`src/shared/mmo_pkg.sv`:
```
// Constants and types shared by the manual output override block
package mmo_pkg;

  localparam int DAC_W  = 12;
  localparam int ADDR_W = 3;
  localparam int DATA_W = 16;
  localparam int RATE_W = 16;
  localparam int TCNT_W = 32;

  localparam logic [DAC_W-1:0] DAC_MIN = 12'h000;
  localparam logic [DAC_W-1:0] DAC_MAX = 12'hFFF;
  localparam logic [DAC_W-1:0] DAC_ONE = 12'h001;

  // Register indices on the plain register port
  localparam logic [ADDR_W-1:0] REG_CTRL  = 3'h0;
  localparam logic [ADDR_W-1:0] REG_SLOPE = 3'h1;
  localparam logic [ADDR_W-1:0] REG_RAMP  = 3'h2;
  localparam logic [ADDR_W-1:0] REG_OUT   = 3'h3;
  localparam logic [ADDR_W-1:0] REG_RAW   = 3'h4;
  localparam logic [ADDR_W-1:0] REG_STAT  = 3'h5;

  // Control register fields
  localparam int CTRL_MODE_LSB = 0;
  localparam int CTRL_DIS_BIT  = 2;
  localparam int CTRL_PROG_BIT = 3;
  localparam int CTRL_RAMP_BIT = 4;

  // Status register fields
  localparam int STAT_MERR_BIT  = 0;
  localparam int STAT_LERR_BIT  = 1;
  localparam int STAT_UPL_BIT   = 2;
  localparam int STAT_DNL_BIT   = 3;
  localparam int STAT_RAISE_BIT = 4;
  localparam int STAT_LOWER_BIT = 5;
  localparam int STAT_BUSY_BIT  = 6;

  typedef enum logic [1:0] {
    MM_UPDOWN,
    MM_CTRLIN,
    MM_LIM_NO,
    MM_LIM_NC
  } mmo_mode_t;

  localparam mmo_mode_t MODE_RST = MM_UPDOWN;
  localparam logic      DIS_RST  = 1'b0;
  localparam logic [RATE_W-1:0] RAMP_RST = 16'h1000;

  // Timebase and fixed slew
  localparam int CLK_PERIOD_NS  = 20;
  localparam int TICKS_PER_S    = 1000;
  localparam int TICK_PERIOD_NS = 1_000_000_000 / TICKS_PER_S;
  localparam int TICK_CYC       = TICK_PERIOD_NS / CLK_PERIOD_NS;
  localparam int FIXED_SLEW_S   = 5;
  localparam longint FIXED_RATE_L =
    (longint'(DAC_MAX) * (longint'(1) << RATE_W))
    / (FIXED_SLEW_S * TICKS_PER_S);
  localparam logic [RATE_W-1:0] FIXED_RATE = RATE_W'(FIXED_RATE_L);

endpackage : mmo_pkg

```
`src/rtl/mmo_manual_override.sv`:
```
// Manual-mode override of the DAC output code, with register port
`timescale 1ns/1ns
`default_nettype none

// Fractional rate accumulator: at most one step per tick
module mmo_rate_acc (
  input  wire logic              sys_clk,
  input  wire logic              rst,
  input  wire logic              clkEn,
  input  wire logic              run,
  input  wire logic              tick,
  input  wire logic [15:0]       rate,
  output logic                   stepPulse
);
  logic [16:0] sum;
  logic [15:0] acc_reg;

  assign sum       = {1'b0, acc_reg} + {1'b0, rate};
  assign stepPulse = run && tick && sum[16];

  always_ff @(posedge sys_clk) begin
    if (rst) begin
      acc_reg <= 16'h0000;
    end else if (clkEn) begin
      if (!run) begin
        acc_reg <= 16'h0000;
      end else if (tick) begin
        acc_reg <= sum[15:0];
      end
    end
  end
endmodule : mmo_rate_acc

// How it works
// Up/down mode: both low hold, raise low up, lower low down, both high idle.
// Both inputs are active low; open pin reads one, grounded reads zero.
// Each slew step moves the DAC code by one on a 1 ms tick.
// Slewing continues only while the commanding input stays active.
// Fixed variant: full-range change takes 5 seconds.
// Programmable variant: slew rate comes from the host-loaded slope value.
// Up/down mode with either input low rejects host output writes, manual error.
// Up/down mode with both low freezes the output and rejects host changes.
// Controller mode: both low up, lower low only down, lower high idle.
// Controller mode: lower enables, raise selects direction, output integrates.
// Controller mode slews at the configured manual slew rate.
// Two limit modes, normally open and normally closed, differ in decode.
// Only down limit active rejects lowering output commands, raising ones proceed.
// Only up limit active rejects raising commands, lowering ones proceed.
// Both limits active reject every output command with a limit error.
// No limit active lets output commands proceed as in other modes.
// Limit decode on lower,raise per normally-open or normally-closed table.
// Ramp variant: a limit in the ramp direction stops the ramp.
// Raw limit inputs stay readable in status while manual modes run.
// Up/down manual mode is selected after reset.
// Two-bit mode field: up/down, controller, limits open, limits closed.
// Disable bit set ignores both inputs for output control.
// Slewing saturates at full scale; inputs are synchronised before decode.
module mmo_manual_override #(
  parameter int TICK_CYCLES = mmo_pkg::TICK_CYC
) (
  input  wire logic                             sys_clk,
  input  wire logic                             rst,
  input  wire logic                             clkEn,
  input  wire logic                             raiseN,
  input  wire logic                             lowerN,
  input  wire logic [mmo_pkg::ADDR_W-1:0]       regAddr,
  input  wire logic [mmo_pkg::DATA_W-1:0]       regWrData,
  input  wire logic                             regWrEn,
  input  wire logic                             regRdEn,
  output logic      [mmo_pkg::DATA_W-1:0]       regRdData,
  output logic      [mmo_pkg::DAC_W-1:0]        dacCode,
  output logic                                  manualErrPulse,
  output logic                                  limitErrPulse
);
  import mmo_pkg::*;

  localparam logic [TCNT_W-1:0] TICK_LAST = TCNT_W'(TICK_CYCLES - 1);

  logic [1:0]        raiseSync_reg, lowerSync_reg;
  logic              raiseQ, lowerQ;
  logic [TCNT_W-1:0] tickCnt_reg;
  logic              tick;
  mmo_mode_t         mode_reg;
  logic              disable_reg, progSlope_reg, rampEn_reg;
  logic [RATE_W-1:0] slope_reg, rampRate_reg, manRate;
  logic [DAC_W-1:0]  dac_reg, target_reg, newCode;
  logic              busy_reg;
  logic              mErr_reg, lErr_reg;
  logic [DATA_W-1:0] rdData_reg;
  logic              active, manUp, manDown, manRun, manualLock;
  logic              limitMode, upLim, dnLim, limRej;
  logic              wrOut, wrRaw, outOk, rawOk, newHigher, newLower;
  logic              manStep, rampStep, rampUp, rampStop;
  logic              mErrSet, lErrSet, errClr;

  // Pins are pulled up, so a one means released
  always_ff @(posedge sys_clk) begin
    if (rst) begin
      raiseSync_reg <= 2'h3;
      lowerSync_reg <= 2'h3;
    end else if (clkEn) begin
      raiseSync_reg <= {raiseSync_reg[0], raiseN};
      lowerSync_reg <= {lowerSync_reg[0], lowerN};
    end
  end
  assign raiseQ = raiseSync_reg[1];
  assign lowerQ = lowerSync_reg[1];

  always_ff @(posedge sys_clk) begin
    if (rst) begin
      tickCnt_reg <= '0;
    end else if (clkEn) begin
      tickCnt_reg <= tick ? '0 : tickCnt_reg + 1'b1;
    end
  end
  assign tick = (tickCnt_reg == TICK_LAST);

  // Input decode
  assign active = !disable_reg;
  always_comb begin
    manUp      = 1'b0;
    manDown    = 1'b0;
    manualLock = 1'b0;
    upLim      = 1'b0;
    dnLim      = 1'b0;
    unique case (mode_reg)
      MM_UPDOWN: begin
        manUp      = !raiseQ && lowerQ;
        manDown    = raiseQ && !lowerQ;
        manualLock = !raiseQ || !lowerQ;
      end
      MM_CTRLIN: begin
        manUp      = !lowerQ && !raiseQ;
        manDown    = !lowerQ && raiseQ;
        manualLock = !lowerQ;
      end
      MM_LIM_NO: begin
        upLim = !raiseQ;
        dnLim = !lowerQ;
      end
      MM_LIM_NC: begin
        upLim = raiseQ;
        dnLim = lowerQ;
      end
    endcase
    if (!active) begin
      manUp      = 1'b0;
      manDown    = 1'b0;
      manualLock = 1'b0;
      upLim      = 1'b0;
      dnLim      = 1'b0;
    end
  end
  assign limitMode = active && mode_reg[1];

  // Host commands
  assign wrOut     = regWrEn && (regAddr == REG_OUT);
  assign wrRaw     = regWrEn && (regAddr == REG_RAW);
  assign newCode   = regWrData[DAC_W-1:0];
  assign newHigher = newCode > dac_reg;
  assign newLower  = newCode < dac_reg;
  assign limRej    = limitMode && ((dnLim && upLim)
                     || (dnLim && newLower)
                     || (upLim && newHigher));
  assign outOk     = wrOut && !manualLock && !limRej;
  assign rawOk     = wrRaw && !manualLock;
  assign mErrSet   = (wrOut || wrRaw) && manualLock;
  assign lErrSet   = wrOut && !manualLock && limRej;
  assign errClr    = regWrEn && (regAddr == REG_STAT);

  // Slew generation
  assign manRate = progSlope_reg ? slope_reg : FIXED_RATE;
  assign manRun  = manUp || manDown;
  assign rampUp  = target_reg > dac_reg;
  assign rampStop = busy_reg && (rampUp ? upLim : dnLim);

  mmo_rate_acc u_manAcc (
    .sys_clk   (sys_clk),
    .rst       (rst),
    .clkEn     (clkEn),
    .run       (manRun),
    .tick      (tick),
    .rate      (manRate),
    .stepPulse (manStep)
  );

  mmo_rate_acc u_rampAcc (
    .sys_clk   (sys_clk),
    .rst       (rst),
    .clkEn     (clkEn),
    .run       (busy_reg && !manualLock),
    .tick      (tick),
    .rate      (rampRate_reg),
    .stepPulse (rampStep)
  );

  // Output code; host writes win, a manual lock stops any ramp
  always_ff @(posedge sys_clk) begin
    if (rst) begin
      dac_reg <= DAC_MIN;
    end else if (clkEn) begin
      if (rawOk || (outOk && !rampEn_reg)) begin
        dac_reg <= newCode;
      end else if (manStep) begin
        if (manUp && dac_reg != DAC_MAX) begin
          dac_reg <= dac_reg + DAC_ONE;
        end else if (manDown && dac_reg != DAC_MIN) begin
          dac_reg <= dac_reg - DAC_ONE;
        end
      end else if (rampStep && !rampStop && !manRun) begin
        dac_reg <= rampUp ? dac_reg + DAC_ONE : dac_reg - DAC_ONE;
      end
    end
  end

  always_ff @(posedge sys_clk) begin
    if (rst) begin
      busy_reg   <= 1'b0;
      target_reg <= DAC_MIN;
    end else if (clkEn) begin
      if (outOk && rampEn_reg) begin
        target_reg <= newCode;
        busy_reg   <= newCode != dac_reg;
      end else if (rawOk || rampStop || manualLock || manRun) begin
        busy_reg <= 1'b0;
      end else if (busy_reg && target_reg == dac_reg) begin
        busy_reg <= 1'b0;
      end
    end
  end

  // Configuration registers
  always_ff @(posedge sys_clk) begin
    if (rst) begin
      mode_reg      <= MODE_RST;
      disable_reg   <= DIS_RST;
      progSlope_reg <= 1'b0;
      rampEn_reg    <= 1'b0;
      slope_reg     <= FIXED_RATE;
      rampRate_reg  <= RAMP_RST;
    end else if (clkEn && regWrEn) begin
      if (regAddr == REG_CTRL) begin
        mode_reg      <= mmo_mode_t'(regWrData[CTRL_MODE_LSB +: 2]);
        disable_reg   <= regWrData[CTRL_DIS_BIT];
        progSlope_reg <= regWrData[CTRL_PROG_BIT];
        rampEn_reg    <= regWrData[CTRL_RAMP_BIT];
      end
      if (regAddr == REG_SLOPE) begin
        slope_reg <= regWrData;
      end
      if (regAddr == REG_RAMP) begin
        rampRate_reg <= regWrData;
      end
    end
  end

  // Sticky errors: a new error beats a write-one clear
  always_ff @(posedge sys_clk) begin
    if (rst) begin
      mErr_reg       <= 1'b0;
      lErr_reg       <= 1'b0;
      manualErrPulse <= 1'b0;
      limitErrPulse  <= 1'b0;
    end else if (clkEn) begin
      mErr_reg <= mErrSet ||
                  (mErr_reg && !(errClr && regWrData[STAT_MERR_BIT]));
      lErr_reg <= lErrSet ||
                  (lErr_reg && !(errClr && regWrData[STAT_LERR_BIT]));
      manualErrPulse <= mErrSet;
      limitErrPulse  <= lErrSet;
    end
  end

  // Read port: data stands only in the cycle after the strobe
  always_ff @(posedge sys_clk) begin
    if (rst) begin
      rdData_reg <= '0;
    end else if (clkEn) begin
      rdData_reg <= '0;
      if (regRdEn) begin
        unique case (regAddr)
          REG_CTRL: begin
            rdData_reg[CTRL_MODE_LSB +: 2] <= mode_reg;
            rdData_reg[CTRL_DIS_BIT]       <= disable_reg;
            rdData_reg[CTRL_PROG_BIT]      <= progSlope_reg;
            rdData_reg[CTRL_RAMP_BIT]      <= rampEn_reg;
          end
          REG_SLOPE: rdData_reg <= slope_reg;
          REG_RAMP:  rdData_reg <= rampRate_reg;
          REG_OUT:   rdData_reg[DAC_W-1:0] <= dac_reg;
          REG_STAT: begin
            rdData_reg[STAT_MERR_BIT]  <= mErr_reg;
            rdData_reg[STAT_LERR_BIT]  <= lErr_reg;
            rdData_reg[STAT_UPL_BIT]   <= upLim;
            rdData_reg[STAT_DNL_BIT]   <= dnLim;
            rdData_reg[STAT_RAISE_BIT] <= raiseQ;
            rdData_reg[STAT_LOWER_BIT] <= lowerQ;
            rdData_reg[STAT_BUSY_BIT]  <= busy_reg;
          end
          default: rdData_reg <= '0;
        endcase
      end
    end
  end

  assign regRdData = rdData_reg;
  assign dacCode   = dac_reg;
endmodule : mmo_manual_override

`default_nettype wire

```
`config.mk`:
```
export PLATFORM = sky130hd
export DESIGN_NAME = mmo_manual_override
export DESIGN_NICKNAME = d
export VERILOG_FILES = /design/src/shared/mmo_pkg.sv /design/src/rtl/mmo_manual_override.sv
export SDC_FILE = /design/constraint.sdc
export NUM_CORES = 1
export LEC_CHECK = 0
export ABC_CLOCK_PERIOD_IN_PS = 5200
export BUFFER_PORTS_ARGS = -buffer_cell sky130_fd_sc_hd__buf_2
export CORE_MARGIN = 2
export CORE_UTILIZATION = 60
export DETAILED_ROUTE_END_ITERATION = 6
export HOLD_SLACK_MARGIN = 0.12
export PLACE_DENSITY = 0.83
export SYNTH_ARGS = -nofsm -noshare
export SYNTH_HDL_FRONTEND = slang
export SYNTH_SLANG_ARGS = --single-unit
```
`constraint.sdc`:
```
create_clock -name sys_clk -period 5.2 [get_ports sys_clk]
set_input_delay 0.78 -clock sys_clk [delete_from_list [all_inputs] [get_ports sys_clk]]
set_output_delay 0.78 -clock sys_clk [all_outputs]
set_load 0.05 [all_outputs]
```
==> metrics.txt, run 1 <==
initial antenna violation count=0; global route overflow=0; HPWL after detailed placement=16.56 mm; crit-path max FO=18; global-route wire length before repair=38.29 mm; vias in the first global route=7613; drt total wl=23.94 mm; clk slew on worst S/H paths=0.06 ns; Net Count, Synth=1142; Pre-antenna DRT Iters=6; top_reg_cell synth=dfxtp_1; number of diodes=0; Ys Warns=0; Worst Path Buf+Inv=0; Slew @ Worst Pin=1.109 ns; hold wc startpoint=mErr_reg; Site Rows=44; Die Wd=124.5 um; Yosys reg bits=150; CTS tree=yes; Worst Path Required=5.49 ns; type of the most critical hold path=flop to flop; post-synthesis cell type count=74; crit path from=progSlope_reg; RSZ-0062 raised after global routing=no; biggest cell delay along the critical path=0.67 ns; CTS Root Cell=clkbuf_16; clk sinks=150; flop-to-flop setup slack=1.14 ns; maximum buffer depth of the clock tree=2; max_cap viols=0; FF-to-FF Start=progSlope_reg; post-route DRC violation count=0; starting DRC count in detailed routing=857; Max-slew headroom=25.77%; PwrDens=285.0 mW/mm2; Post-synth top cells=dfxtp_1, nand2_1, nor2_1; Final Critical Period=4.062 ns; via-per-instance ratio=6.375; RR Endpoint=dacCode[5]; PostCTS Resize Cnt=0; H-tree depth=4; total track usage=30.44%; max reg flops=32; number of synthesized flops with an enable pin=0; most numerous cell on the critical path=a21oi_1; cts bufs inserted=17; Hold WS=0.4640 ns; largest net degree at the start of global routing=59; crit path DAT=4.35 ns; crit-path leading delay family=compound AO/OA/AOI/OAI gates; Synth top area share=34.45%; core area=0.01437 mm2; setup_tns=0 ns; total power=2.754 mW; clk_skew=0.008166 ns; cts hold-fix bufs=0; CP Launch Type=flop; f_max=246.2 MHz; Synth Cell Area=0.008717 mm2; final setup vio count=0; Die Y=124.5 um; post-synthesis average cell area=8.278 um2; maximum vdd drop=0.0002299 V; async set-reset flop share out of synthesis=0%; Setup crit end=dacCode[5]; dpl cell area=0.009087 mm2; FILL cells=1164; critical-path cell list=nand2_1 -> fa_1 -> nand2b_1 -> a21oi_1 -> o21ai_0 -> a21oi_1 -> and3_1 -> or2_1 -> mux2_2 -> a32oi_1 -> o32ai_2; via count=8179; die area=0.01551 mm2; LEAKAGE=3.930 nW; number of port buffers=55; status=complete, no violations; ranking of synthesized cells by area=dfxtp_1, ha_1, nand2_1; antenna-violating nets left=0; CP max stage cell=dfxtp_1; R2R depth=11; Setup CP Type=flop to flop; Placer Congestion=0.9708; final cycle utilization of the critical path=78.11%; Yosys top cell by area=dfxtp_1; Hold Vio Cnt, Final=0; Seq/Total Area, Yosys=34.45%; Total Nets Final=1175; Setup Fix Bufs, Post-CTS=0; post-route cell area=0.009666 mm2; Cells after Synth=1053; area delta synth->final=10.88%; layout cell share with drive strength beyond 1=10.92%; # IOs=56; Avg WL per Cell=18.66 um; CP Depth=11; Clock Latency Late Sink=0.43 ns; Critical Path End Type=flop; Initial Util=60.67%; top-count cell post-synth=dfxtp_1; Max Transition Viols Final=0
logic make-up after synthesis:
kind of cell               Yosys count  synth area share, %
and+or+nand+nor                    418                22.43
AOI/OAI and AO/OA                  244                19.64
DFF                                150                34.45
buffers and inverters               86                3.818
adders and majority gates           63                9.215
xor gates and xnor gates            57                5.727
muxes                               35                4.722
placed cells by master (no fill, tap or decap), drive strengths merged, types with 21 or more instances in the layout:
| cell type | netlist | final |
|---|---|---|
| clkbuf | 38 | 21 |
| inv | 37 | 37 |
| xor2 | 35 | 35 |
| xnor2 | 22 | 22 |
| dfxtp | 150 | 150 |
| nand3 | 43 | 43 |
| nor2 | 120 | 120 |
| nand2 | 138 | 138 |
| mux2i | 22 | 22 |
| a21oi | 78 | 78 |
| buf | 10 | 62 |
| ha | 61 | 61 |
| o21ai | 29 | 29 |
| a22oi | 37 | 37 |
per-stage QoR:
stage                     util [%]  std cells  setup slack [ns]
after floorplan                  -       1053             1.868
after global placement       63.24       1251             1.476
after detailed placement     63.24       1251             1.309
after CTS                    67.27       1283             1.221
after global routing         67.27       1283            0.9028
final                        67.27       1283             1.138
metal layers:
metal  share of wire [%]  track usage (%)
met1                  43            39.48
met2                  46            49.57
met3                 7.7            6.830
met4                 3.3            11.70
met5                   0                0
how the worst min path moves through the flow:
stage          depth (start not counted)  slack [ns]       end
2_1_floorplan                          2        0.44  lErr_reg
3_3_place_gp                           2        0.45  mErr_reg
3_5_place_dp                           2        0.45  mErr_reg
4_1_cts                                2        0.46  mErr_reg
5_1_grt                                2        0.48  mErr_reg
6_report                               2        0.46  mErr_reg
worst register-to-register path, stage by stage (launching register included):
cell and delay (ns):
dfxtp_1 0.67, nand2_1 0.18, fa_1 0.45, nand2b_1 0.18, a21oi_1 0.29, o21ai_0 0.19, a21oi_1 0.38, and3_1 0.33
or2_1 0.45, mux2_2 0.41, a32oi_1 0.26, o32ai_2 0.12
final cells by class:
cell class / instances / area [um2] / area share, %
sequential: 150 / 3003 / 31.07
tap: 184 / 230.2 / 2.382
inverter: 38 / 142.6 / 1.476
clock inverter: 11 / 127.6 / 1.320
clock buffer: 21 / 450.4 / 4.660
timing repair buffer: 62 / 330.3 / 3.417
multi-input combinational: 817 / 5381 / 55.68
power breakdown:
part           switching [mW]  internal (mW)
logic                   0.217          0.134
registers              0.0228           1.16
clock network           0.497          0.720
total                   0.736           2.02
Power figures use the tool's default switching activity.
==> inputs of run 2 (changes only) <==
--- a/config.mk
+++ b/config.mk
@@ -5,7 +5,7 @@
 export SDC_FILE = /design/constraint.sdc
 export NUM_CORES = 1
 export LEC_CHECK = 0
-export ABC_CLOCK_PERIOD_IN_PS = 5200
+export ABC_CLOCK_PERIOD_IN_PS = 4100
 export BUFFER_PORTS_ARGS = -buffer_cell sky130_fd_sc_hd__buf_2
 export CORE_MARGIN = 2
 export CORE_UTILIZATION = 60
==> constraint.sdc (replaced) <==
create_clock -name sys_clk -period 4.1 [get_ports sys_clk]
set_input_delay 0.615 -clock sys_clk [delete_from_list [all_inputs] [get_ports sys_clk]]
set_output_delay 0.615 -clock sys_clk [all_outputs]
set_load 0.05 [all_outputs]
==> metrics.txt, run 2 (synthesis results as in run 1) <==
global route overflow=0 (unchanged); Max Transition Viols Final=0 (unchanged); Final Critical Period=3.748 ns (was 4.062 ns); Avg WL per Cell=18.41 um (was 18.66 um); most frequent cells in the layout=dfxtp_1, nand2_1, nor2_1 (unchanged); maximum buffer depth of the clock tree=2 (unchanged); maximum vdd drop=0.0003556 V (was 0.0002299 V); Placer Congestion=0.9972 (was 0.9708); CP Launch Type=flop (unchanged); largest net degree at the start of global routing=59 (unchanged); HPWL after detailed placement=16.56 mm (about the same); vias in the first global route=7496 (was 7613); initial antenna violation count=0 (unchanged); Worst Path Required=4.43 ns (was 5.49 ns); crit path DAT=4.08 ns (was 4.35 ns); total track usage=30.83% (was 30.44%); Setup Fix Bufs, Post-CTS=0 (unchanged); number of diodes=0 (unchanged); CTS Root Cell=clkbuf_16 (unchanged); H-tree depth=4 (unchanged); Critical Path End Type=flop (unchanged); PwrDens=359.7 mW/mm2 (was 285.0 mW/mm2); non-filler cells in the finished layout=1296 (was 1283); crit-path max FO=18 (unchanged); post-route DRC violation count=0 (unchanged); RSZ-0062 raised after global routing=no (unchanged); final setup vio count=0 (unchanged); Site Rows=44 (unchanged); max reg flops=32 (unchanged); CTS tree=yes (unchanged); f_max=266.8 MHz (was 246.2 MHz); placed cells=1264 (was 1251); core area=0.01437 mm2 (unchanged); cts bufs inserted=17 (unchanged); layout cell share with drive strength beyond 1=12.32% (was 10.92%); starting DRC count in detailed routing=903 (was 857); clk slew on worst S/H paths=0.07 ns (was 0.06 ns); via-per-instance ratio=6.299 (was 6.375); die area=0.01551 mm2 (unchanged); max_cap viols=0 (unchanged); drt total wl=23.86 mm (was 23.94 mm); dpl cell area=0.009185 mm2 (was 0.009087 mm2); area delta synth->final=12.03% (was 10.88%); Hold Vio Cnt, Final=0 (unchanged); clk_skew=0.01598 ns (was 0.008166 ns); Total Nets Final=1188 (was 1175); Initial Util=60.67% (unchanged); number of port buffers=55 (unchanged); Slew @ Worst Pin=0.8145 ns (was 1.109 ns); Clock Latency Late Sink=0.44 ns (was 0.43 ns); antenna-violating nets left=0 (unchanged); post-route cell area=0.009766 mm2 (was 0.009666 mm2); Die Wd=124.5 um (unchanged); PostCTS Resize Cnt=0 (unchanged); Pre-antenna DRT Iters=6 (unchanged); FILL cells=1142 (was 1164); setup_tns=0 ns (unchanged); via count=8163 (was 8179); Max-slew headroom=45.13% (was 25.77%); cts hold-fix bufs=0 (unchanged); final cycle utilization of the critical path=91.42% (was 78.11%); LEAKAGE=3.999 nW (was 3.930 nW); most common cell after layout, fill and taps aside=dfxtp_1 (unchanged); global-route wire length before repair=38.37 mm (was 38.29 mm); Hold WS=0.4087 ns (was 0.4640 ns); Setup CP Type=flop to flop (unchanged); # IOs=56 (unchanged); type of the most critical hold path=primary input to flop (was flop to flop); status=complete, no violations (unchanged); Die Y=124.5 um (unchanged); clk sinks=150 (unchanged)
==> run 2: cell type report <==
cell class | count | area [um2] | share of cell area, %
clock buffer | 18 | 439.2 | 4.497
clock inverter | 14 | 140.1 | 1.435
inverter | 38 | 142.6 | 1.461
multi-input combinational | 817 | 5381 | 55.11
sequential | 150 | 3004 | 30.76
tap | 184 | 230.2 | 2.357
timing repair buffer | 75 | 427.9 | 4.382
==> run 2: path summary, 6_finish.rpt <==
path / from / slack [ns] / end / cells past startpoint
worst min register to register: mErr_reg / 0.46 / mErr_reg / 2
worst min-delay path: regWrData[14] / 0.41 / slope_reg[14] / 3
worst max register to register: progSlope_reg / 0.35 / dacCode[2] / 13
worst max-delay path: progSlope_reg / 0.35 / dacCode[2] / 13
==> run 2: per-layer routing <==
| metal | track usage (%) | up-vias | part of all wire [%] |
|---|---|---|---|
| li1 | - | 3859 | - |
| met4 | 13.81 | 0 | 4.2 |
| met1 | 40.51 | 3861 | 43 |
| met2 | 48.83 | 360 | 45 |
| met3 | 6.615 | 83 | 7.5 |
| met5 | 0 | - | 0 |
==> run 2: where the power goes <==
part / internal [mW] / switching, mW / total (mW)
logic: 0.179 / 0.281 / 0.461
clock network: 0.864 / 0.687 / 1.55
registers: 1.48 / 0.0248 / 1.50
==> run 2: metrics by stage <==
step / worst slack [ns] / utilization, % / power, mW
finish: 0.3517 / 67.96 / 3.513
floorplan: 0.7680 / - / 1.856
CTS: 0.2649 / 67.96 / 3.508
global route: 0.1532 / 67.96 / 3.621
global placement: 0.4753 / 63.92 / 1.969
detailed placement: 0.3402 / 63.92 / 1.980
==> run 2: worst max-delay path, cell delays in order (launching register included) <==
cell	delay [ns]
dfxtp_2	0.40
nand2b_1	0.10
ha_1	0.17
inv_1	0.06
fa_1	0.41
nand2b_1	0.18
a21oi_1	0.33
o21ai_0	0.20
a21oi_1	0.36
and3_1	0.32
or2_1	0.36
mux2_1	0.38
a32o_1	0.26
o2bb2ai_2	0.11
==> inputs of run 3 (changes only) <==
--- a/config.mk
+++ b/config.mk
@@ -11,7 +11,7 @@
 export CORE_UTILIZATION = 60
 export DETAILED_ROUTE_END_ITERATION = 6
 export HOLD_SLACK_MARGIN = 0.12
-export PLACE_DENSITY = 0.83
+export PLACE_DENSITY_LB_ADDON = 0.3
 export SYNTH_ARGS = -nofsm -noshare
 export SYNTH_HDL_FRONTEND = slang
 export SYNTH_SLANG_ARGS = --single-unit
==> metrics.txt, run 3 (synthesis results as in run 1) <==
# IOs=56 (unchanged); type of the most critical hold path=primary input to flop (unchanged); cts hold-fix bufs=0 (unchanged); post-route DRC violation count=0 (unchanged); die area=0.01551 mm2 (unchanged); Setup CP Type=flop to flop (unchanged); PwrDens=374.6 mW/mm2 (was 359.7 mW/mm2); Hold Vio Cnt, Final=0 (unchanged); status=complete, no violations (unchanged); Critical Path End Type=flop (unchanged); Avg WL per Cell=18.37 um (was 18.41 um); Worst Path Required=4.41 ns (was 4.43 ns); PostCTS Resize Cnt=0 (unchanged); via-per-instance ratio=6.216 (was 6.299); f_max=265.3 MHz (was 266.8 MHz); hold wc startpoint=raiseN (was regWrData[14]); Slew @ Worst Pin=0.7928 ns (was 0.8145 ns); Site Rows=44 (unchanged); largest net degree at the start of global routing=59 (unchanged); placed cells=1260 (was 1264); H-tree depth=4 (unchanged); max_cap viols=0 (unchanged); layout cell share with drive strength beyond 1=11.74% (was 12.32%); number of diodes=0 (unchanged); Pre-antenna DRT Iters=5 (was 6); flop-to-flop setup slack=0.33 ns (was 0.35 ns); FF-to-FF Start=progSlope_reg (unchanged); final cycle utilization of the critical path=91.92% (was 91.42%); max reg flops=32 (unchanged); hold-critical path depth=3 (unchanged); starting DRC count in detailed routing=793 (was 903); clk slew on worst S/H paths=0.06 ns (was 0.07 ns); CTS tree=yes (unchanged); Placer Congestion=0.9363 (was 0.9972); dpl cell area=0.009155 mm2 (was 0.009185 mm2); post-route cell area=0.009801 mm2 (was 0.009766 mm2); Setup Fix Bufs, Post-CTS=0 (unchanged); maximum buffer depth of the clock tree=2 (unchanged); clk sinks=150 (unchanged); Die Y=124.5 um (unchanged); clk_skew=0.005776 ns (was 0.01598 ns); CP Launch Type=flop (unchanged); CTS Root Cell=clkbuf_16 (unchanged); global route overflow=0 (unchanged); drt total wl=23.71 mm (was 23.86 mm); LEAKAGE=4.004 nW (was 3.999 nW); core area=0.01437 mm2 (unchanged); most frequent cells in the layout=dfxtp_1, nand2_1, nor2_1 (unchanged); initial antenna violation count=0 (unchanged); final setup vio count=0 (unchanged); crit-path max FO=18 (unchanged); Clock Latency Late Sink=0.43 ns (was 0.44 ns); HPWL after detailed placement=16.71 mm (was 16.56 mm); number of port buffers=55 (unchanged); setup_tns=0 ns (unchanged); Initial Util=60.67% (unchanged); maximum vdd drop=0.0003259 V (was 0.0003556 V); vias in the first global route=7394 (was 7496); worst hold endpoint=raiseSync_reg[0] (was slope_reg[14]); crit path DAT=4.08 ns (about the same); non-filler cells in the finished layout=1291 (was 1296); cts bufs inserted=17 (unchanged); Max-slew headroom=47.14% (was 45.13%); Max Transition Viols Final=0 (unchanged); Die Wd=124.5 um (unchanged); most common cell after layout, fill and taps aside=dfxtp_1 (unchanged); Final Critical Period=3.769 ns (was 3.748 ns); total track usage=30.04% (was 30.83%); area delta synth->final=12.43% (was 12.03%); Total Nets Final=1184 (was 1188); RSZ-0062 raised after global routing=no (unchanged); via count=8025 (was 8163); Layout Utilization=68.21% (was 67.96%); R2R depth=10 (was 13); RR Endpoint=dacCode[5] (was dacCode[2]); antenna-violating nets left=0 (unchanged); global-route wire length before repair=37.50 mm (was 38.37 mm)
==> run 3: cell types whose count changed in the layout (fill, tap and decap cells not counted), moves of 3 or more <==
cell / previous run / this run
bufinv_16: 1 / 5
clkinv_4: 5 / 2
inv_6: 5 / 0
buf_4: 21 / 17
==> run 3: critical path: stages, from the launching register on <==
cell      delay (ns)
dfxtp_1         0.63
nand2b_1        0.12
ha_1            0.35
a2111o_1        0.49
o21ai_0         0.28
a21oi_1         0.20
a21boi_1        0.34
or2_1           0.47
mux2_2          0.41
a32oi_1         0.24
o32ai_2         0.12
==> run 3: how the worst max path moves through the flow <==
stage,startpoint,to,slack (ns),depth (start not counted)
after floorplan,dacCode[1],dacCode[2],0.77,12
after global placement,progSlope_reg,dacCode[2],0.58,10
after detailed placement,progSlope_reg,dacCode[5],0.42,10
after CTS,progSlope_reg,dacCode[2],0.38,10
after global routing,progSlope_reg,dacCode[2],0.004,10
final,progSlope_reg,dacCode[5],0.33,10
==> run 3: area by class of cell <==
| cell class | count | area [um2] |
|---|---|---|
| multi-input cells | 817 | 5381 |
| fillers | 1151 | 4568 |
| flip-flops and latches | 150 | 3003 |
| clock buffers | 19 | 442.9 |
| repair buffers | 71 | 397.9 |
| well taps | 184 | 230.2 |
| clock inverters | 12 | 202.7 |
| inverters | 38 | 142.6 |
==> run 3: routing by layer <==
metal / track usage (%) / share of wire [%]
met5: 0 / 0
met3: 6.143 / 7.2
met1: 39.53 / 43
met2: 48.67 / 46
met4: 11.63 / 3.2
==> run 3: report_power, final <==
group          switching [mW]  internal (mW)  total, mW
clock                   0.626           1.09       1.72
combinational           0.275          0.174      0.449
sequential             0.0279           1.48       1.50
total                   0.930           2.74       3.67
==> run 3: metrics by stage <==
stage,setup WS [ns],power (mW),hold slack [ns]
floorplan,0.7680,1.856,0.4366
global placement,0.5810,1.962,0.4451
detailed placement,0.4164,1.973,0.4537
CTS,0.3828,3.680,0.4021
global route,0.004071,3.783,0.4203
finish,0.3312,3.672,0.4021
